--- src/rtl/baro_regs_pkg.sv ---
// Package: register map, field layout, reset values and timing of the barometer control registers
package baro_regs_pkg;

  localparam logic [6:0] ADDR_RATE_FILTER   = 7'h10;
  localparam logic [6:0] ADDR_SYSTEM_QUEUE  = 7'h11;
  localparam logic [6:0] ADDR_IRQ_PIN       = 7'h12;
  localparam logic [6:0] ADDR_QUEUE_CTRL    = 7'h14;
  localparam logic [6:0] ADDR_REF_LOW       = 7'h15;
  localparam logic [6:0] ADDR_REF_MID       = 7'h16;
  localparam logic [6:0] ADDR_REF_HIGH      = 7'h17;
  localparam logic [6:0] ADDR_OFS_LOW       = 7'h18;
  localparam logic [6:0] ADDR_OFS_HIGH      = 7'h19;
  localparam logic [6:0] ADDR_LOW_POWER     = 7'h1A;

  localparam logic [7:0] RST_RATE_FILTER    = 8'h00;
  localparam logic [7:0] RST_SYSTEM_QUEUE   = 8'h10;
  localparam logic [7:0] RST_IRQ_PIN        = 8'h00;
  localparam logic [7:0] RST_QUEUE_CTRL     = 8'h00;
  localparam logic [7:0] RST_ZERO           = 8'h00;

  // Control register 2 bit positions
  localparam int BIT_TRIM_RELOAD   = 7;
  localparam int BIT_QUEUE_ON      = 6;
  localparam int BIT_HALT_WM       = 5;
  localparam int BIT_AUTOINC       = 4;
  localparam int BIT_TWOWIRE_OFF   = 3;
  localparam int BIT_SOFT_RESET    = 2;
  localparam int BIT_SINGLE_CONV   = 0;

  // Cycles for one conversion at 20 MHz, and words in the reload sequence
  localparam int CLK_HZ           = 20_000_000;
  localparam int CONV_TIME_US     = 10;
  localparam int CONV_CYCLES      = (CLK_HZ / 1_000_000) * CONV_TIME_US;
  localparam int TRIM_WORDS       = 8;

  typedef enum logic [2:0] {
    RATE_SINGLE = 3'h0, RATE_1HZ = 3'h1, RATE_10HZ = 3'h2,
    RATE_25HZ = 3'h3, RATE_50HZ = 3'h4, RATE_75HZ = 3'h5
  } rate_code_t;

  typedef enum logic [2:0] {
    QM_BYPASS = 3'h0, QM_FIFO = 3'h1, QM_STREAM = 3'h2,
    QM_STREAM_FIFO = 3'h3, QM_BYP_STREAM = 3'h4, QM_BYP_FIFO = 3'h7
  } queue_mode_t;

  typedef struct packed {
    logic [2:0] sample_rate_sel;
    logic       press_lpf_on;
    logic       lpf_cutoff_sel;
    logic       hold_until_read;
    logic       spi_wire_sel;
    logic       queue_on;
    logic       halt_at_watermark;
    logic       addr_autoinc;
    logic       twowire_off;
    logic       irq_polarity;
    logic       irq_drive_sel;
    logic       queue_full_route;
    logic       watermark_route;
    logic       overrun_route;
    logic       data_ready_route;
    logic [1:0] pin_source_sel;
    logic [2:0] queue_mode_sel;
    logic [4:0] watermark_level;
    logic       low_current_sel;
  } config_t;

  typedef struct packed {
    logic sample_ready_signal;
    logic watermark;
    logic overrun;
    logic queue_full;
    logic press_high;
    logic press_low;
  } events_t;

endpackage

--- src/rtl/trim_store.sv ---
// Small trimming memory: registered read, loaded from nonvolatile words
module trim_store (
  input  wire logic       sys_clk,   // System clock
  input  wire logic       reset_n,   // Async reset, active low
  input  wire logic       wr_en,     // Write one word
  input  wire logic [2:0] wr_addr,   // Write index
  input  wire logic [7:0] wr_data,   // Write word
  input  wire logic [2:0] rd_addr,   // Read index
  output logic      [7:0] rd_data    // Registered read word
);
  logic [7:0] mem_q [8];

  always_ff @(posedge sys_clk) begin
    if (wr_en) begin
      mem_q[wr_addr] <= wr_data;
    end
  end

  always_ff @(posedge sys_clk or negedge reset_n) begin
    if (!reset_n) begin
      rd_data <= 8'h00;
    end else begin
      rd_data <= mem_q[rd_addr];
    end
  end
endmodule

--- src/rtl/rate_timer.sv ---
// Sample-rate timebase: one-cycle tick per output-data-rate period
module rate_timer (
  input  wire logic       sys_clk,   // System clock
  input  wire logic       reset_n,   // Async reset, active low
  input  wire logic [2:0] rate_sel,  // Sample rate code
  output logic            tick       // Period pulse
);
  logic [24:0] count_q;
  logic [24:0] limit;

  // Divider terminal counts at 20 MHz
  function automatic logic [24:0] period_of(input logic [2:0] r);
    unique case (r)
      3'h1:    period_of = 25'(20_000_000 - 1);
      3'h2:    period_of = 25'(2_000_000 - 1);
      3'h3:    period_of = 25'(800_000 - 1);
      3'h4:    period_of = 25'(400_000 - 1);
      3'h5:    period_of = 25'(266_666 - 1);
      default: period_of = 25'h0000000;
    endcase
  endfunction

  assign limit = period_of(rate_sel);

  always_ff @(posedge sys_clk or negedge reset_n) begin
    if (!reset_n) begin
      count_q <= 25'h0000000;
      tick    <= 1'b0;
    end else if (limit == 25'h0000000) begin
      count_q <= 25'h0000000;
      tick    <= 1'b0;
    end else if (count_q >= limit) begin
      count_q <= 25'h0000000;
      tick    <= 1'b1;
    end else begin
      count_q <= count_q + 25'h0000001;
      tick    <= 1'b0;
    end
  end
endmodule

--- src/rtl/baro_control_regs.sv ---
// Control and configuration register bank of the barometric sensor
module baro_control_regs (
  input  wire logic                    sys_clk,        // 20 MHz clock
  input  wire logic                    reset_n,        // Async reset, active low
  input  wire logic                    wr_en,          // Register write strobe
  input  wire logic                    rd_en,          // Register read strobe
  input  wire logic [6:0]              reg_addr,       // Register address
  input  wire logic [7:0]              wr_data,        // Write data
  input  wire logic                    out_upper_rd,   // Upper output byte read
  input  wire logic                    out_lower_rd,   // Lower output byte read
  input  wire baro_regs_pkg::events_t  events_in,      // Core event levels
  input  wire logic [7:0]              nvm_data,       // Nonvolatile trim word
  output logic      [7:0]              rd_data,        // Read data, one cycle after rd_en
  output baro_regs_pkg::config_t       cfg,            // Registered configuration
  output logic      [23:0]             ref_pressure,   // Reference pressure
  output logic      [15:0]             press_offset,   // Pressure offset
  output logic                         conv_start,     // Measurement start pulse
  output logic                         conv_busy,      // Single-shot measurement in progress
  output logic                         out_update_en,  // Output registers may update
  output logic                         twowire_en,     // I2C interface answers
  output logic      [2:0]              nvm_addr,       // Trim word index
  output logic      [7:0]              trim_word,      // Last trim word read back
  output logic                         irq_pin_o,      // Interrupt pin output
  output logic                         irq_pin_oe_n    // Interrupt pin enable, low drives
);

  logic [7:0]  ctrl1_q, ctrl2_q, ctrl3_q, qctrl_q, lowp_q;
  logic [23:0] ref_q;
  logic [15:0] ofs_q;
  logic        single_busy_q, trim_busy_q, reset_pend_q;
  logic [15:0] conv_cnt_q;
  logic        odr_tick;
  logic        trim_arm_q;
  logic [2:0]  trim_idx_q;
  logic        trim_wr_q;
  logic        trim_wr_dly_q;
  logic        upper_seen_q, lower_seen_q;
  logic        irq_level;
  logic [7:0]  trim_rd;

  function automatic logic wr_hit(input logic [6:0] a);
    wr_hit = wr_en && (reg_addr == a);
  endfunction

  rate_timer u_rate (
    .sys_clk  (sys_clk),
    .reset_n  (reset_n),
    .rate_sel (ctrl1_q[6:4]),
    .tick     (odr_tick)
  );

  trim_store u_trim (
    .sys_clk (sys_clk),
    .reset_n (reset_n),
    .wr_en   (trim_wr_dly_q),
    .wr_addr (nvm_addr),
    .wr_data (nvm_data),
    .rd_addr (trim_idx_q),
    .rd_data (trim_rd)
  );

  // Rate/filter control; bit 7 forced to zero since host must not set it
  always_ff @(posedge sys_clk or negedge reset_n) begin
    if (!reset_n) begin
      ctrl1_q <= baro_regs_pkg::RST_RATE_FILTER;
    end else if (reset_pend_q && !trim_busy_q) begin
      ctrl1_q <= baro_regs_pkg::RST_RATE_FILTER;
    end else if (wr_hit(baro_regs_pkg::ADDR_RATE_FILTER)) begin
      ctrl1_q <= {1'b0, wr_data[6:0]};
    end
  end

  // Control 2 stores only the non-self-clearing bits here
  always_ff @(posedge sys_clk or negedge reset_n) begin
    if (!reset_n) begin
      ctrl2_q <= baro_regs_pkg::RST_SYSTEM_QUEUE;
    end else if (reset_pend_q && !trim_busy_q) begin
      ctrl2_q <= baro_regs_pkg::RST_SYSTEM_QUEUE;
    end else if (wr_hit(baro_regs_pkg::ADDR_SYSTEM_QUEUE)) begin
      ctrl2_q <= {1'b0, wr_data[6:3], 3'h0};
    end
  end

  always_ff @(posedge sys_clk or negedge reset_n) begin
    if (!reset_n) begin
      ctrl3_q <= baro_regs_pkg::RST_IRQ_PIN;
      qctrl_q <= baro_regs_pkg::RST_QUEUE_CTRL;
      lowp_q  <= baro_regs_pkg::RST_ZERO;
    end else if (reset_pend_q && !trim_busy_q) begin
      ctrl3_q <= baro_regs_pkg::RST_IRQ_PIN;
      qctrl_q <= baro_regs_pkg::RST_QUEUE_CTRL;
      lowp_q  <= baro_regs_pkg::RST_ZERO;
    end else begin
      if (wr_hit(baro_regs_pkg::ADDR_IRQ_PIN)) begin
        ctrl3_q <= wr_data;
      end
      // Reserved mode codes are stored as written; host must avoid them
      if (wr_hit(baro_regs_pkg::ADDR_QUEUE_CTRL)) begin
        qctrl_q <= wr_data;
      end
      if (wr_hit(baro_regs_pkg::ADDR_LOW_POWER)) begin
        lowp_q <= {7'h00, wr_data[0]};
      end
    end
  end

  always_ff @(posedge sys_clk or negedge reset_n) begin
    if (!reset_n) begin
      ref_q <= 24'h000000;
      ofs_q <= 16'h0000;
    end else if (reset_pend_q && !trim_busy_q) begin
      ref_q <= 24'h000000;
      ofs_q <= 16'h0000;
    end else begin
      if (wr_hit(baro_regs_pkg::ADDR_REF_LOW))  ref_q[7:0]   <= wr_data;
      if (wr_hit(baro_regs_pkg::ADDR_REF_MID))  ref_q[15:8]  <= wr_data;
      if (wr_hit(baro_regs_pkg::ADDR_REF_HIGH)) ref_q[23:16] <= wr_data;
      if (wr_hit(baro_regs_pkg::ADDR_OFS_LOW))  ofs_q[7:0]   <= wr_data;
      if (wr_hit(baro_regs_pkg::ADDR_OFS_HIGH)) ofs_q[15:8]  <= wr_data;
    end
  end

  // Single-shot measurement: only honoured in single-shot rate
  always_ff @(posedge sys_clk or negedge reset_n) begin
    if (!reset_n) begin
      single_busy_q <= 1'b0;
      conv_cnt_q    <= 16'h0000;
      conv_start    <= 1'b0;
    end else begin
      conv_start <= 1'b0;
      if (!single_busy_q && wr_hit(baro_regs_pkg::ADDR_SYSTEM_QUEUE)
          && wr_data[baro_regs_pkg::BIT_SINGLE_CONV] && ctrl1_q[6:4] == 3'h0) begin
        single_busy_q <= 1'b1;
        conv_start    <= 1'b1;
        conv_cnt_q    <= 16'(baro_regs_pkg::CONV_CYCLES - 1);
      end else if (single_busy_q) begin
        if (conv_cnt_q == 16'h0000) begin
          single_busy_q <= 1'b0;
        end else begin
          conv_cnt_q <= conv_cnt_q - 16'h0001;
        end
      end else if (odr_tick) begin
        conv_start <= 1'b1;
      end
    end
  end

  property p_single_start;
    @(posedge sys_clk) disable iff (!reset_n)
      wr_en && reg_addr == baro_regs_pkg::ADDR_SYSTEM_QUEUE && wr_data[baro_regs_pkg::BIT_SINGLE_CONV]
      && !single_busy_q && ctrl1_q[6:4] == 3'h0 |=> single_busy_q && conv_start;
  endproperty
  a_single_start: assert property (p_single_start) else $error("Single trigger did not start");
  property p_single_length;
    @(posedge sys_clk) disable iff (!reset_n)
      $rose(single_busy_q) |-> ##199 single_busy_q ##1 !single_busy_q;
  endproperty
  a_single_length: assert property (p_single_length) else $error("Single busy length wrong");

  // Trim reload waits for the next rate tick (at once in single-shot rate), then copies all trim words
  always_ff @(posedge sys_clk or negedge reset_n) begin
    if (!reset_n) begin
      trim_busy_q  <= 1'b0;
      trim_arm_q   <= 1'b0;
      trim_idx_q   <= 3'h0;
      trim_wr_q    <= 1'b0;
      trim_wr_dly_q <= 1'b0;
      reset_pend_q <= 1'b0;
    end else begin
      // Trim word arrives a cycle after its index, so the write trails too
      trim_wr_dly_q <= trim_wr_q;
      if (!trim_busy_q && wr_hit(baro_regs_pkg::ADDR_SYSTEM_QUEUE)
          && wr_data[baro_regs_pkg::BIT_TRIM_RELOAD]) begin
        trim_busy_q  <= 1'b1;
        trim_arm_q   <= 1'b0;
        trim_idx_q   <= 3'h0;
        reset_pend_q <= wr_data[baro_regs_pkg::BIT_SOFT_RESET];
      end else if (trim_busy_q && !trim_arm_q) begin
        // No running timebase in single-shot rate: proceed at once
        if (odr_tick || ctrl1_q[6:4] == 3'h0) begin
          trim_arm_q <= 1'b1;
          trim_wr_q  <= 1'b1;
        end
      end else if (trim_busy_q) begin
        if (trim_idx_q == 3'(baro_regs_pkg::TRIM_WORDS - 1)) begin
          trim_busy_q <= 1'b0;
          trim_wr_q   <= 1'b0;
        end else begin
          trim_idx_q <= trim_idx_q + 3'h1;
        end
      end else if (reset_pend_q) begin
        reset_pend_q <= 1'b0;
      end
    end
  end

  property p_trim_done;
    @(posedge sys_clk) disable iff (!reset_n)
      $fell(trim_busy_q) |-> trim_idx_q == 3'(baro_regs_pkg::TRIM_WORDS - 1);
  endproperty
  a_trim_done: assert property (p_trim_done) else $error("Trim reload ended early");
  property p_soft_restore;
    @(posedge sys_clk) disable iff (!reset_n)
      $fell(reset_pend_q) |-> ctrl1_q == baro_regs_pkg::RST_RATE_FILTER
      && ctrl2_q == baro_regs_pkg::RST_SYSTEM_QUEUE && qctrl_q == baro_regs_pkg::RST_QUEUE_CTRL;
  endproperty
  a_soft_restore: assert property (p_soft_restore) else $error("Soft reset left non-default state");

  // Output hold: once a sample is held, release after both halves read
  always_ff @(posedge sys_clk or negedge reset_n) begin
    if (!reset_n) begin
      upper_seen_q  <= 1'b0;
      lower_seen_q  <= 1'b0;
      out_update_en <= 1'b1;
    end else if (!ctrl1_q[1]) begin
      upper_seen_q  <= 1'b0;
      lower_seen_q  <= 1'b0;
      out_update_en <= 1'b1;
    end else begin
      if (out_upper_rd) upper_seen_q <= 1'b1;
      if (out_lower_rd) lower_seen_q <= 1'b1;
      if ((upper_seen_q || out_upper_rd) && (lower_seen_q || out_lower_rd)) begin
        upper_seen_q  <= 1'b0;
        lower_seen_q  <= 1'b0;
        out_update_en <= 1'b1;
      end else if (out_update_en && (out_upper_rd || out_lower_rd)) begin
        out_update_en <= 1'b0;
      end
    end
  end

  property p_hold_off_free;
    @(posedge sys_clk) disable iff (!reset_n)
      !ctrl1_q[1] |=> out_update_en;
  endproperty
  a_hold_off_free: assert property (p_hold_off_free) else $error("Outputs blocked with hold off");

  // Pin source and event routing, priority order for data signal
  always_comb begin
    irq_level = 1'b0;
    unique case (ctrl3_q[1:0])
      2'h0: begin
        if (ctrl3_q[2] && events_in.sample_ready_signal) irq_level = 1'b1;
        else if (ctrl3_q[4] && events_in.watermark)      irq_level = 1'b1;
        else if (ctrl3_q[3] && events_in.overrun)        irq_level = 1'b1;
        else if (ctrl3_q[5] && events_in.queue_full)     irq_level = 1'b1;
      end
      2'h1: irq_level = events_in.press_high;
      2'h2: irq_level = events_in.press_low;
      2'h3: irq_level = events_in.press_high || events_in.press_low;
    endcase
  end

  // Open drain only ever pulls to the active level
  always_ff @(posedge sys_clk or negedge reset_n) begin
    if (!reset_n) begin
      irq_pin_o    <= 1'b0;
      irq_pin_oe_n <= 1'b0;
    end else begin
      irq_pin_o    <= irq_level ^ ctrl3_q[7];
      irq_pin_oe_n <= ctrl3_q[6] && !irq_level;
    end
  end

  property p_push_pull_drives;
    @(posedge sys_clk) disable iff (!reset_n)
      !ctrl3_q[6] |=> !irq_pin_oe_n;
  endproperty
  a_push_pull_drives: assert property (p_push_pull_drives) else $error("Push-pull pin not driven");
  property p_press_high_src;
    @(posedge sys_clk) disable iff (!reset_n)
      ctrl3_q[1:0] == 2'h1 |=> irq_pin_o == ($past(events_in.press_high) ^ $past(ctrl3_q[7]));
  endproperty
  a_press_high_src: assert property (p_press_high_src) else $error("Pin not following high event");

  always_ff @(posedge sys_clk or negedge reset_n) begin
    if (!reset_n) begin
      rd_data <= 8'h00;
    end else if (rd_en) begin
      unique case (reg_addr)
        baro_regs_pkg::ADDR_RATE_FILTER:  rd_data <= ctrl1_q;
        baro_regs_pkg::ADDR_SYSTEM_QUEUE: rd_data <= {trim_busy_q || trim_wr_dly_q, ctrl2_q[6:3],
                                                      reset_pend_q, 1'b0, single_busy_q};
        baro_regs_pkg::ADDR_IRQ_PIN:      rd_data <= ctrl3_q;
        baro_regs_pkg::ADDR_QUEUE_CTRL:   rd_data <= qctrl_q;
        baro_regs_pkg::ADDR_REF_LOW:      rd_data <= ref_q[7:0];
        baro_regs_pkg::ADDR_REF_MID:      rd_data <= ref_q[15:8];
        baro_regs_pkg::ADDR_REF_HIGH:     rd_data <= ref_q[23:16];
        baro_regs_pkg::ADDR_OFS_LOW:      rd_data <= ofs_q[7:0];
        baro_regs_pkg::ADDR_OFS_HIGH:     rd_data <= ofs_q[15:8];
        baro_regs_pkg::ADDR_LOW_POWER:    rd_data <= lowp_q;
        default:                          rd_data <= 8'h00;
      endcase
    end
  end

  always_ff @(posedge sys_clk or negedge reset_n) begin
    if (!reset_n) begin
      cfg          <= '0;
      ref_pressure <= 24'h000000;
      press_offset <= 16'h0000;
      conv_busy    <= 1'b0;
      twowire_en   <= 1'b1;
      nvm_addr     <= 3'h0;
      trim_word    <= 8'h00;
    end else begin
      cfg.sample_rate_sel   <= ctrl1_q[6:4];
      cfg.press_lpf_on      <= ctrl1_q[3];
      cfg.lpf_cutoff_sel    <= ctrl1_q[2];
      cfg.hold_until_read   <= ctrl1_q[1];
      cfg.spi_wire_sel      <= ctrl1_q[0];
      cfg.queue_on          <= ctrl2_q[baro_regs_pkg::BIT_QUEUE_ON];
      cfg.halt_at_watermark <= ctrl2_q[baro_regs_pkg::BIT_HALT_WM];
      cfg.addr_autoinc      <= ctrl2_q[baro_regs_pkg::BIT_AUTOINC];
      cfg.twowire_off       <= ctrl2_q[baro_regs_pkg::BIT_TWOWIRE_OFF];
      cfg.irq_polarity      <= ctrl3_q[7];
      cfg.irq_drive_sel     <= ctrl3_q[6];
      cfg.queue_full_route  <= ctrl3_q[5];
      cfg.watermark_route   <= ctrl3_q[4];
      cfg.overrun_route     <= ctrl3_q[3];
      cfg.data_ready_route  <= ctrl3_q[2];
      cfg.pin_source_sel    <= ctrl3_q[1:0];
      cfg.queue_mode_sel    <= qctrl_q[7:5];
      cfg.watermark_level   <= qctrl_q[4:0];
      cfg.low_current_sel   <= lowp_q[0];
      ref_pressure          <= ref_q;
      press_offset          <= ofs_q;
      conv_busy             <= single_busy_q;
      twowire_en            <= !ctrl2_q[baro_regs_pkg::BIT_TWOWIRE_OFF];
      nvm_addr              <= trim_idx_q;
      trim_word             <= trim_rd;
    end
  end

endmodule

--- config.mk ---
export PLATFORM = sky130hd
export DESIGN_NAME = baro_control_regs
export DESIGN_NICKNAME = d
export VERILOG_FILES = /design/src/rtl/baro_regs_pkg.sv /design/src/rtl/trim_store.sv /design/src/rtl/rate_timer.sv /design/src/rtl/baro_control_regs.sv
export SDC_FILE = /design/constraint.sdc
export NUM_CORES = 1
export LEC_CHECK = 0
export BUFFER_PORTS_ARGS = -buffer_cell sky130_fd_sc_hd__buf_2
export CORE_MARGIN = 8
export CORE_UTILIZATION = 30
export CTS_CLUSTER_DIAMETER = 40
export DETAILED_ROUTE_END_ITERATION = 8
export PLACE_DENSITY_LB_ADDON = 0.3
export SLEW_MARGIN = 20
export SYNTH_ARGS = -nofsm -noshare
export SYNTH_HDL_FRONTEND = slang
export SYNTH_SLANG_ARGS = --single-unit
--- constraint.sdc ---
create_clock -name sys_clk -period 3.8 [get_ports sys_clk]
set_input_delay 0.76 -clock sys_clk [delete_from_list [all_inputs] [get_ports sys_clk]]
set_output_delay 0.76 -clock sys_clk [all_outputs]
set_load 0.03 [all_outputs]
Word-level counts from Yosys, hierarchy flattened. Memories as Yosys holds them, arrays and structs flattened. A register that Yosys moved wholly into a read port is not among the register bits. Index checks and enable logic that the tools add are counted.

Magnitude comparators: 1. Reductions and logical operators: 61. Bitwise gates (word level): 2. Eq/ne operators: 27. Multiplexer cells: 65. Add/subtract/negate cells: 3.

Operator list (number): 25-bit case mux with 5 select lines (1); 8-bit 2-to-1 mux (13); 8-bit case mux with 10 select lines (1); 7-bit by 5-bit == test with 1-bit output (second input constant) (10); 16-bit 2-to-1 mux (4); 25-bit 2-to-1 mux (2); 1-bit 2-to-1 mux (36); 2-bit nonzero test (16); 25-bit by 1-bit adder with 25-bit output (second input constant) (1); 25-bit greater-or-equal comparator (1); 25-bit zero test (1); 1-bit logical AND (24); 24-bit 2-to-1 mux (1); 16-bit zero test (1); 16-bit by 1-bit subtractor with 16-bit output (second input constant) (1); 7-bit 2-to-1 mux (2); 3-bit 2-to-1 mux (4); 3-bit == test (second input constant) (3); 3-bit by 2-bit == test with 1-bit output (second input constant) (2); 1-bit zero test (6); 1-bit logical OR (6); 2-bit inequality test (second input constant) (3); 3-bit by 2-bit inequality test with 1-bit output (second input constant) (2); 2-bit AND reduction (3); other kinds (13) (15).

Bits of input ports: 35. Logic and storage cells: 212. Memories kept: 1. Register bits: 225. Memory bits (writable): 64. Output and inout port bits: 93.

Memory list: u_trim.mem_q (words 8, width 8, read ports 1, clocked after Yosys merged registers in 1, wr ports 1, RTL line trim_store.sv:11) `logic [7:0] mem_q [8];`.

Depth between registers and ports, before layout. Gate-level depths: netlist of run 1.

Word-level depth: 8. Depth in mapped cells: 13. Mapped depth without buffers: 11.

Cells and area by module. Synthesis of run 1 repeated with hierarchy kept, for this count alone.

Cells, all modules: 934. Area, all modules: 12291.8 um^2.

By module, submodules not included: baro_control_regs (instances 1, cells each 601, area each 7586.0 um^2, sequential area each 4708.3 um^2); trim_store (instances 1, cells each 114, area each 2731.4 um^2, sequential area each 2122.0 um^2); rate_timer (instances 1, cells each 219, area each 1974.4 um^2, sequential area each 650.6 um^2).

Worst setup path after synthesis of run 1. Ideal clock, no wire load.

Kind: register to register. Start point: register ctrl1_q[5]. End point: register u_rate.count_q[10]. Clock period less this slack: 3.221 ns. Setup slack: 0.579 ns. Required time: 3.706 ns. Setup time: 0.094 ns. Stages on the path, launching flop included: 14. Buffers on the path: 2. Arrival time: 3.127 ns. Cells stage by stage: dfrtp_1 buf_2 inv_1 ha_1 nor4_1 inv_1 and2_1 ha_1 a211oi_1 nor2_1 nor4_1 o211ai_1 clkbuf_1 a211oi_1.

Longest elaborated chain between the ends: 5. Elaborated cells between the ends (all ways): 10. Those cells by class: order compare (1); eq/ne (5); mux (3); reduce/logical (1).

RTL lines: start: declaration (RTL line baro_control_regs.sv:27) `logic [7:0] ctrl1_q, ctrl2_q, ctrl3_q, qctrl_q, lowp_q;`; start signal: assignment (RTL line baro_control_regs.sv:65) `ctrl1_q <= baro_regs_pkg::RST_RATE_FILTER;`; start signal: assignment (RTL line baro_control_regs.sv:67) `ctrl1_q <= baro_regs_pkg::RST_RATE_FILTER;`; start signal: assignment (RTL line baro_control_regs.sv:69) `ctrl1_q <= {1'b0, wr_data[6:0]};`; 3-bit == test (tied with other cells) (RTL line rate_timer.sv:13) `unique case (r)`; 25-bit case mux with 5 select lines * (RTL line rate_timer.sv:13); 25-bit greater-or-equal comparator (RTL line rate_timer.sv:32) `end else if (count_q >= limit) begin`; 25-bit 2-to-1 mux (RTL line rate_timer.sv:32); 25-bit 2-to-1 mux * (RTL line rate_timer.sv:29) `end else if (limit == 25'h0000000) begin`; end signal: assignment (RTL line rate_timer.sv:36) `count_q <= count_q + 25'h0000001;`; end: declaration (RTL line rate_timer.sv:8) `logic [24:0] count_q;`.

Every way passes the cells marked *; elsewhere a longest branch is shown, timed or not. A chain may end at the register's enable or synchronous reset.

Worst setup path after layout of run 1.
Start point: register ctrl1_q[5]. End point: register u_rate.count_q[19].

Same word-level chain as after synthesis.

==> impl_metrics.json, run 1 <==
{
  "post_cts_resized": 0,
  "nets": 1141,
  "worst_pin_slew_ps": 922,
  "setup_viol": 0,
  "routabilityCongestion": 0.785,
  "dr.pass1.iters": 4,
  "ir_drop_uv": 269,
  "r2r-start": "ctrl1_q[5]$_DFFE_PN0P_",
  "final.period_utilization_pct": 90.1,
  "htreeDepth": 2,
  "antenna_found_initial": 1,
  "cp-end-kind": "register",
  "synth_edf_count": 64,
  "cts_setup_buffers": 0,
  "grt.overflow.total": 0,
  "finish.utilization_pct": 37.0,
  "ys_seq_elements": 286,
  "die_x_um": 216,
  "drive_gt1_share_pct": 24.4,
  "synth.most_common_cell": "dfrtp_1",
  "syn_nets": 996,
  "vias_per_cell": 4.80,
  "clk_latency_ps": 550,
  "p_per_area_nw_per_um2": 567,
  "worstPathCellList": "inv_1 > ha_1 > nor4_1 > inv_1 > and2_1 > ha_1 > a211oi_1 > nor2_1 > nor4_1 > o211ai_1 > buf_4 > a211oi_1",
  "finalWirelength_mm": 30.6,
  "tns_ps": 0,
  "first_global_vias": 8037,
  "numPortBuffers": 127,
  "cts_made_buffers": 43,
  "postSynthCellCount": 932,
  "dieArea_um2": 46500,
  "dp_slack_ps": 432,
  "ys.flop_type": "dfrtp_1",
  "diodes": 0,
  "holdWs_ps": 191,
  "maxSlewHeadroom_pct": 38.3,
  "nFillCells": 3831,
  "area_growth_pct": 22.4,
  "regToRegSetupSlack_ps": 380,
  "period_minus_slack_ps": 3420,
  "initial_core_util_pct": 30.3,
  "ios": 128,
  "leakage_nw": 6.59,
  "synthTopCellsByArea": "dfrtp_1, edfxtp_1, mux2i_1",
  "synth-seq-area-share_pct": 62.5,
  "regArea_um2": 7480,
  "synth_top_area_share_pct": 45.8,
  "totalPowerFinal_mw": 8.31,
  "synth_cell_type_count": 61,
  "cts-root-buf": "clkbuf_16",
  "drv_slew": 0,
  "drc": 0,
  "multiInputGateArea_um2": 4210,
  "syn_area_um2": 12000,
  "status": "finished, final reports clean",
  "avgSynthCellArea_um2": 12.8,
  "grt_pass1_wl_mm": 48.5,
  "max_freq_mhz": 292,
  "cts_tree": "yes",
  "grt_max_degree": 89,
  "netlist_top_cells_count": "dfrtp_1, nor2_1, mux2i_1, edfxtp_1, nand2_1",
  "hold_viol": 0,
  "grt_setup_unrepaired": "no",
  "design_area_um2": 14600,
  "chipHeight_um": 216,
  "wire_per_inst_um": 18.7,
  "numPlacedInstances": 1557,
  "vias": 7862,
  "placementRows": 73,
  "max-cap-violations": 0,
  "cts.sinks": 286,
  "ff2ff_path_depth": 12,
  "ant_nets": 0,
  "crit_type": "reg2reg",
  "path_clk_slew_ps": 60,
  "async_reset_ff_share_pct": 77.6,
  "cts_buffer_depth": 3,
  "start_kind": "register",
  "worst_ep_required_time_ps": 4240,
  "crit_slowest_cell": "nor4_1",
  "cp.arrival_ps": 3870,
  "coreArea_um2": 39500,
  "reg2reg_to": "u_rate.count_q[19]$_DFF_PN0_",
  "finClkSkew_ps": 26.2,
  "first_iter_violations": 554,
  "max_stage_delay_ps": 440,
  "post-dp-hpwl_mm": 21.2,
  "grt_util_all_layers_pct": 13.1,
  "ctsHoldBuffers": 0,
  "placed_area_um2": 13300,
  "final_cell_count_no_fill": 1637,
  "critPathMaxFanout": 24,
  "synth_top_cell_by_area": "dfrtp_1",
  "setup_ws_ps": 377,
  "ys_warn_count": 0,
  "hp-class": "in2async"
}
## layout by cell type, fill, tap and decap left out, drive strengths merged, types with 24 or more instances in the layout
cell type	instances
a211oi	25
a21oi	37
buf	148
clkbuf	49
dfrtp	219
edfxtp	64
ha	29
inv	34
mux2i	66
nand2	64
nand3	37
nor2	89
nor3	26
o21ai	25
xnor2	24
## worst max-delay path: cells and delay by family, from the launching register on
family,cells,cell delay [ps]
compound gates,3,700
simple gates,4,1110
fa+ha+maj,2,700
buf+inv,3,450
flops,1,350
## flip-flops by register name, indices dropped and copies added, names as in the netlist, 3 cells and up
signal          count
u_trim.mem_q       64
cfg                28
u_rate.count_q     25
ref_pressure       24
ref_q              24
conv_cnt_q         16
ofs_q              16
press_offset       16
ctrl3_q             8
qctrl_q             8
rd_data             8
trim_word           8
u_trim.rd_data      8
ctrl1_q             7
ctrl2_q             4
nvm_addr            3
trim_idx_q          3
## routing by layer
metal | GRT usage (%) | part of all wire [%] | vias to the layer above
met2 | 20.2 | 45 | 186
li1 | - | - | 3672
met4 | 4.65 | 2.6 | 2
met5 | 0 | 0.036 | -
met3 | 3.50 | 6.0 | 52
met1 | 17.7 | 46 | 3950
## cells by family (layout without fill, tap and decap cells)
logic type	Yosys count	count (layout)	synth area share, %
AOI/OAI and AO/OA	119	119	6.47
xor gates and xnor gates	33	33	2.42
adders and majority gates	29	29	3.03
buffers and inverters	73	253	2.47
DFF	286	286	62.5
muxes	100	100	10.8
and+or+nand+nor	292	292	12.3
## worst max-delay path by stage
| stage | start | to | slack [ps] |
|---|---|---|---|
| after floorplan | ctrl1_q[5]$_DFFE_PN0P_ | u_rate.count_q[10]$_DFF_PN0_ | 580 |
| after global placement | ctrl1_q[5]$_DFFE_PN0P_ | u_rate.count_q[8]$_DFF_PN0_ | 610 |
| after detailed placement | ctrl1_q[5]$_DFFE_PN0P_ | u_rate.count_q[19]$_DFF_PN0_ | 430 |
| after CTS | ctrl1_q[5]$_DFFE_PN0P_ | u_rate.count_q[6]$_DFF_PN0_ | 410 |
| after global routing | ctrl1_q[5]$_DFFE_PN0P_ | u_rate.count_q[13]$_DFF_PN0_ | 110 |
| final | ctrl1_q[5]$_DFFE_PN0P_ | u_rate.count_q[19]$_DFF_PN0_ | 380 |
## report_power, final
part / internal [mW] / switching, mW / leakage (nW)
clock network: 2.24 / 1.51 / 0.669
registers: 3.36 / 0.186 / 3.48
logic: 0.351 / 0.657 / 2.44
total: 5.95 / 2.36 / 6.59
## layout make-up
class                      instances  area share (%)
clock buffer                      49            7.65
timing repair buffer             148            5.57
inverter                          25           0.641
multi-input combinational        573            28.8
tap                              525            4.49
clock inverter                    31            1.79
sequential                       286            51.1
(Power assumes the default switching activity.)
==> inputs of run 2 (changes only) <==
CTS_BUF_LIST = sky130_fd_sc_hd__clkbuf_16   (was default)
==> run 2 against run 1 <==
- critical path depth stayed put
- sequential share of layout area stayed put
- first-iteration DRC count is 0.18% higher
- clock skew hardly changed
- power is 0.15% lower
- final cell count stayed put
- sequential cell count stayed put
- routed wire length hardly changed
- largest cell class unchanged
==> impl_metrics.json, run 2 (synthesized netlist as in run 1, its figures left out) <==
{
  "htreeDepth": 2,
  "initial_core_util_pct": 30.3,
  "finClkSkew_ps": 26.4,
  "path_clk_slew_ps": 60,
  "final_common_cell": "dfrtp_1",
  "ctsHoldBuffers": 0,
  "grt_max_degree": 89,
  "regToRegSetupSlack_ps": 380,
  "cp-end-kind": "register",
  "area_growth_pct": 22.4,
  "worst_pin_slew_ps": 924,
  "vias": 7851,
  "hp-class": "in2async",
  "setup_viol": 0,
  "crit_type": "reg2reg",
  "routabilityCongestion": 0.785,
  "nets": 1141,
  "clk_latency_ps": 550,
  "cts_setup_buffers": 0,
  "diodes": 0,
  "grt_pass1_wl_mm": 48.5,
  "largest_reg_flops": 64,
  "post-dp-hpwl_mm": 21.2,
  "final_cell_mix": "dfrtp_1, buf_2, nor2_1",
  "grt.overflow.total": 0,
  "cts.sinks": 286,
  "wire_per_inst_um": 18.7,
  "holdWs_ps": 191,
  "max-cap-violations": 0,
  "p_switching_mw": 2.36,
  "drive_gt1_share_pct": 24.4,
  "cts-root-buf": "clkbuf_16",
  "coreArea_um2": 39500,
  "worst_ep_required_time_ps": 4240,
  "leakage_nw": 6.61,
  "max_freq_mhz": 292,
  "p_per_area_nw_per_um2": 566,
  "first_global_vias": 8037,
  "drv_slew": 0,
  "cp.arrival_ps": 3870,
  "vias_per_cell": 4.80,
  "period_minus_slack_ps": 3420,
  "reg_top3": "u_trim.mem_q: 64 flops, cfg: 28 flops, u_rate.count_q: 25 flops",
  "die_x_um": 216,
  "maxSlewHeadroom_pct": 38.2,
  "post_cts_resized": 0,
  "numPortBuffers": 127,
  "internal_power_mw": 5.93,
  "dieArea_um2": 46500,
  "status": "finished, final reports clean",
  "antenna_found_initial": 1,
  "ios": 128,
  "placementRows": 73,
  "tns_ps": 0,
  "ir_drop_uv": 267,
  "cts_buffer_depth": 3,
  "seqPwrFrac_pct": 42.8,
  "grt_util_all_layers_pct": 13.1,
  "finalWirelength_mm": 30.6,
  "critPathMaxFanout": 24,
  "netSwitchingFraction_pct": 28.4,
  "largest_register": "u_trim.mem_q",
  "grt_setup_unrepaired": "no",
  "cts_made_buffers": 43,
  "dr.pass1.iters": 5,
  "ant_nets": 0,
  "drc": 0,
  "final.period_utilization_pct": 90.1,
  "power_frac_clock_pct": 45.1,
  "hold_viol": 0,
  "chipHeight_um": 216,
  "power_frac_comb_pct": 12.1,
  "cts_tree": "yes",
  "first_iter_violations": 555,
  "start_kind": "register"
}
-- run 2: cell types whose count changed in the layout (fill, tap and decap cells not counted) --
cell	delta
clkbuf_1	-5
inv_1	+5
-- run 2: path summary, 6_finish.rpt --
kind                                        startpoint                           end  cells past startpoint
max                             ctrl1_q[5]$_DFFE_PN0P_  u_rate.count_q[19]$_DFF_PN0_                     12
min                                            reset_n    ref_pressure[17]$_DFF_PN0_                      1
max reg2reg                     ctrl1_q[5]$_DFFE_PN0P_  u_rate.count_q[19]$_DFF_PN0_                     12
min reg2reg                u_trim.rd_data[6]$_DFF_PN0_        trim_word[6]$_DFF_PN0_                      0
max in group asynchronous                      reset_n     press_offset[3]$_DFF_PN0_                      2
min in group sys_clk       u_trim.rd_data[6]$_DFF_PN0_        trim_word[6]$_DFF_PN0_                      0
-- run 2: critical path: stages (launching register included) --
cell	delay, ps
dfrtp_1	350
inv_1	90
ha_1	390
nor4_1	440
inv_1	120
and2_1	220
ha_1	310
a211oi_1	270
nor2_1	80
nor4_1	370
o211ai_1	150
buf_4	240
a211oi_1	280
-- run 2: layout make-up --
| class | count | area [um2] |
|---|---|---|
| clock buffer | 44 | 1100 |
| fill | 3831 | 24900 |
| sequential | 286 | 7480 |
| multi-input combinational | 573 | 4210 |
| tap | 525 | 657 |
| inverter | 25 | 93.8 |
| timing repair buffer | 148 | 816 |
| clock inverter | 36 | 280 |
-- run 2: power groups by stage --
stage | Combinational (mW) | Sequential, mW | Clock [mW]
6_report | 1.01 | 3.55 | 3.74
3_3_place_gp | 1.01 | 3.60 | 0
3_5_place_dp | 1.02 | 3.60 | 0
5_1_grt | 1.11 | 3.57 | 3.97
2_1_floorplan | 0.500 | 3.71 | 0
4_1_cts | 1.03 | 3.55 | 3.84
-- run 2: layer usage --
layer	share of wire [%]	GRT usage, %	up-vias
li1	-	-	3673
met1	46	17.7	3939
met2	45	20.2	185
met3	5.9	3.50	52
met4	2.6	4.65	2
met5	0.036	0	-
-- run 2: metrics by stage --
stage / setup WS (ps) / utilization, % / power [mW] / cells / cell area (um2)
after floorplan: 579 / - / 4.21 / 932 / 12000
after global placement: 612 / 33.5 / 4.61 / 1557 / 13300
after detailed placement: 432 / 33.5 / 4.62 / 1557 / 13300
after CTS: 409 / 37.0 / 8.42 / 1637 / 14600
after global routing: 112 / 37.0 / 8.66 / 1637 / 14600
final: 377 / 37.0 / 8.29 / 1637 / 14600
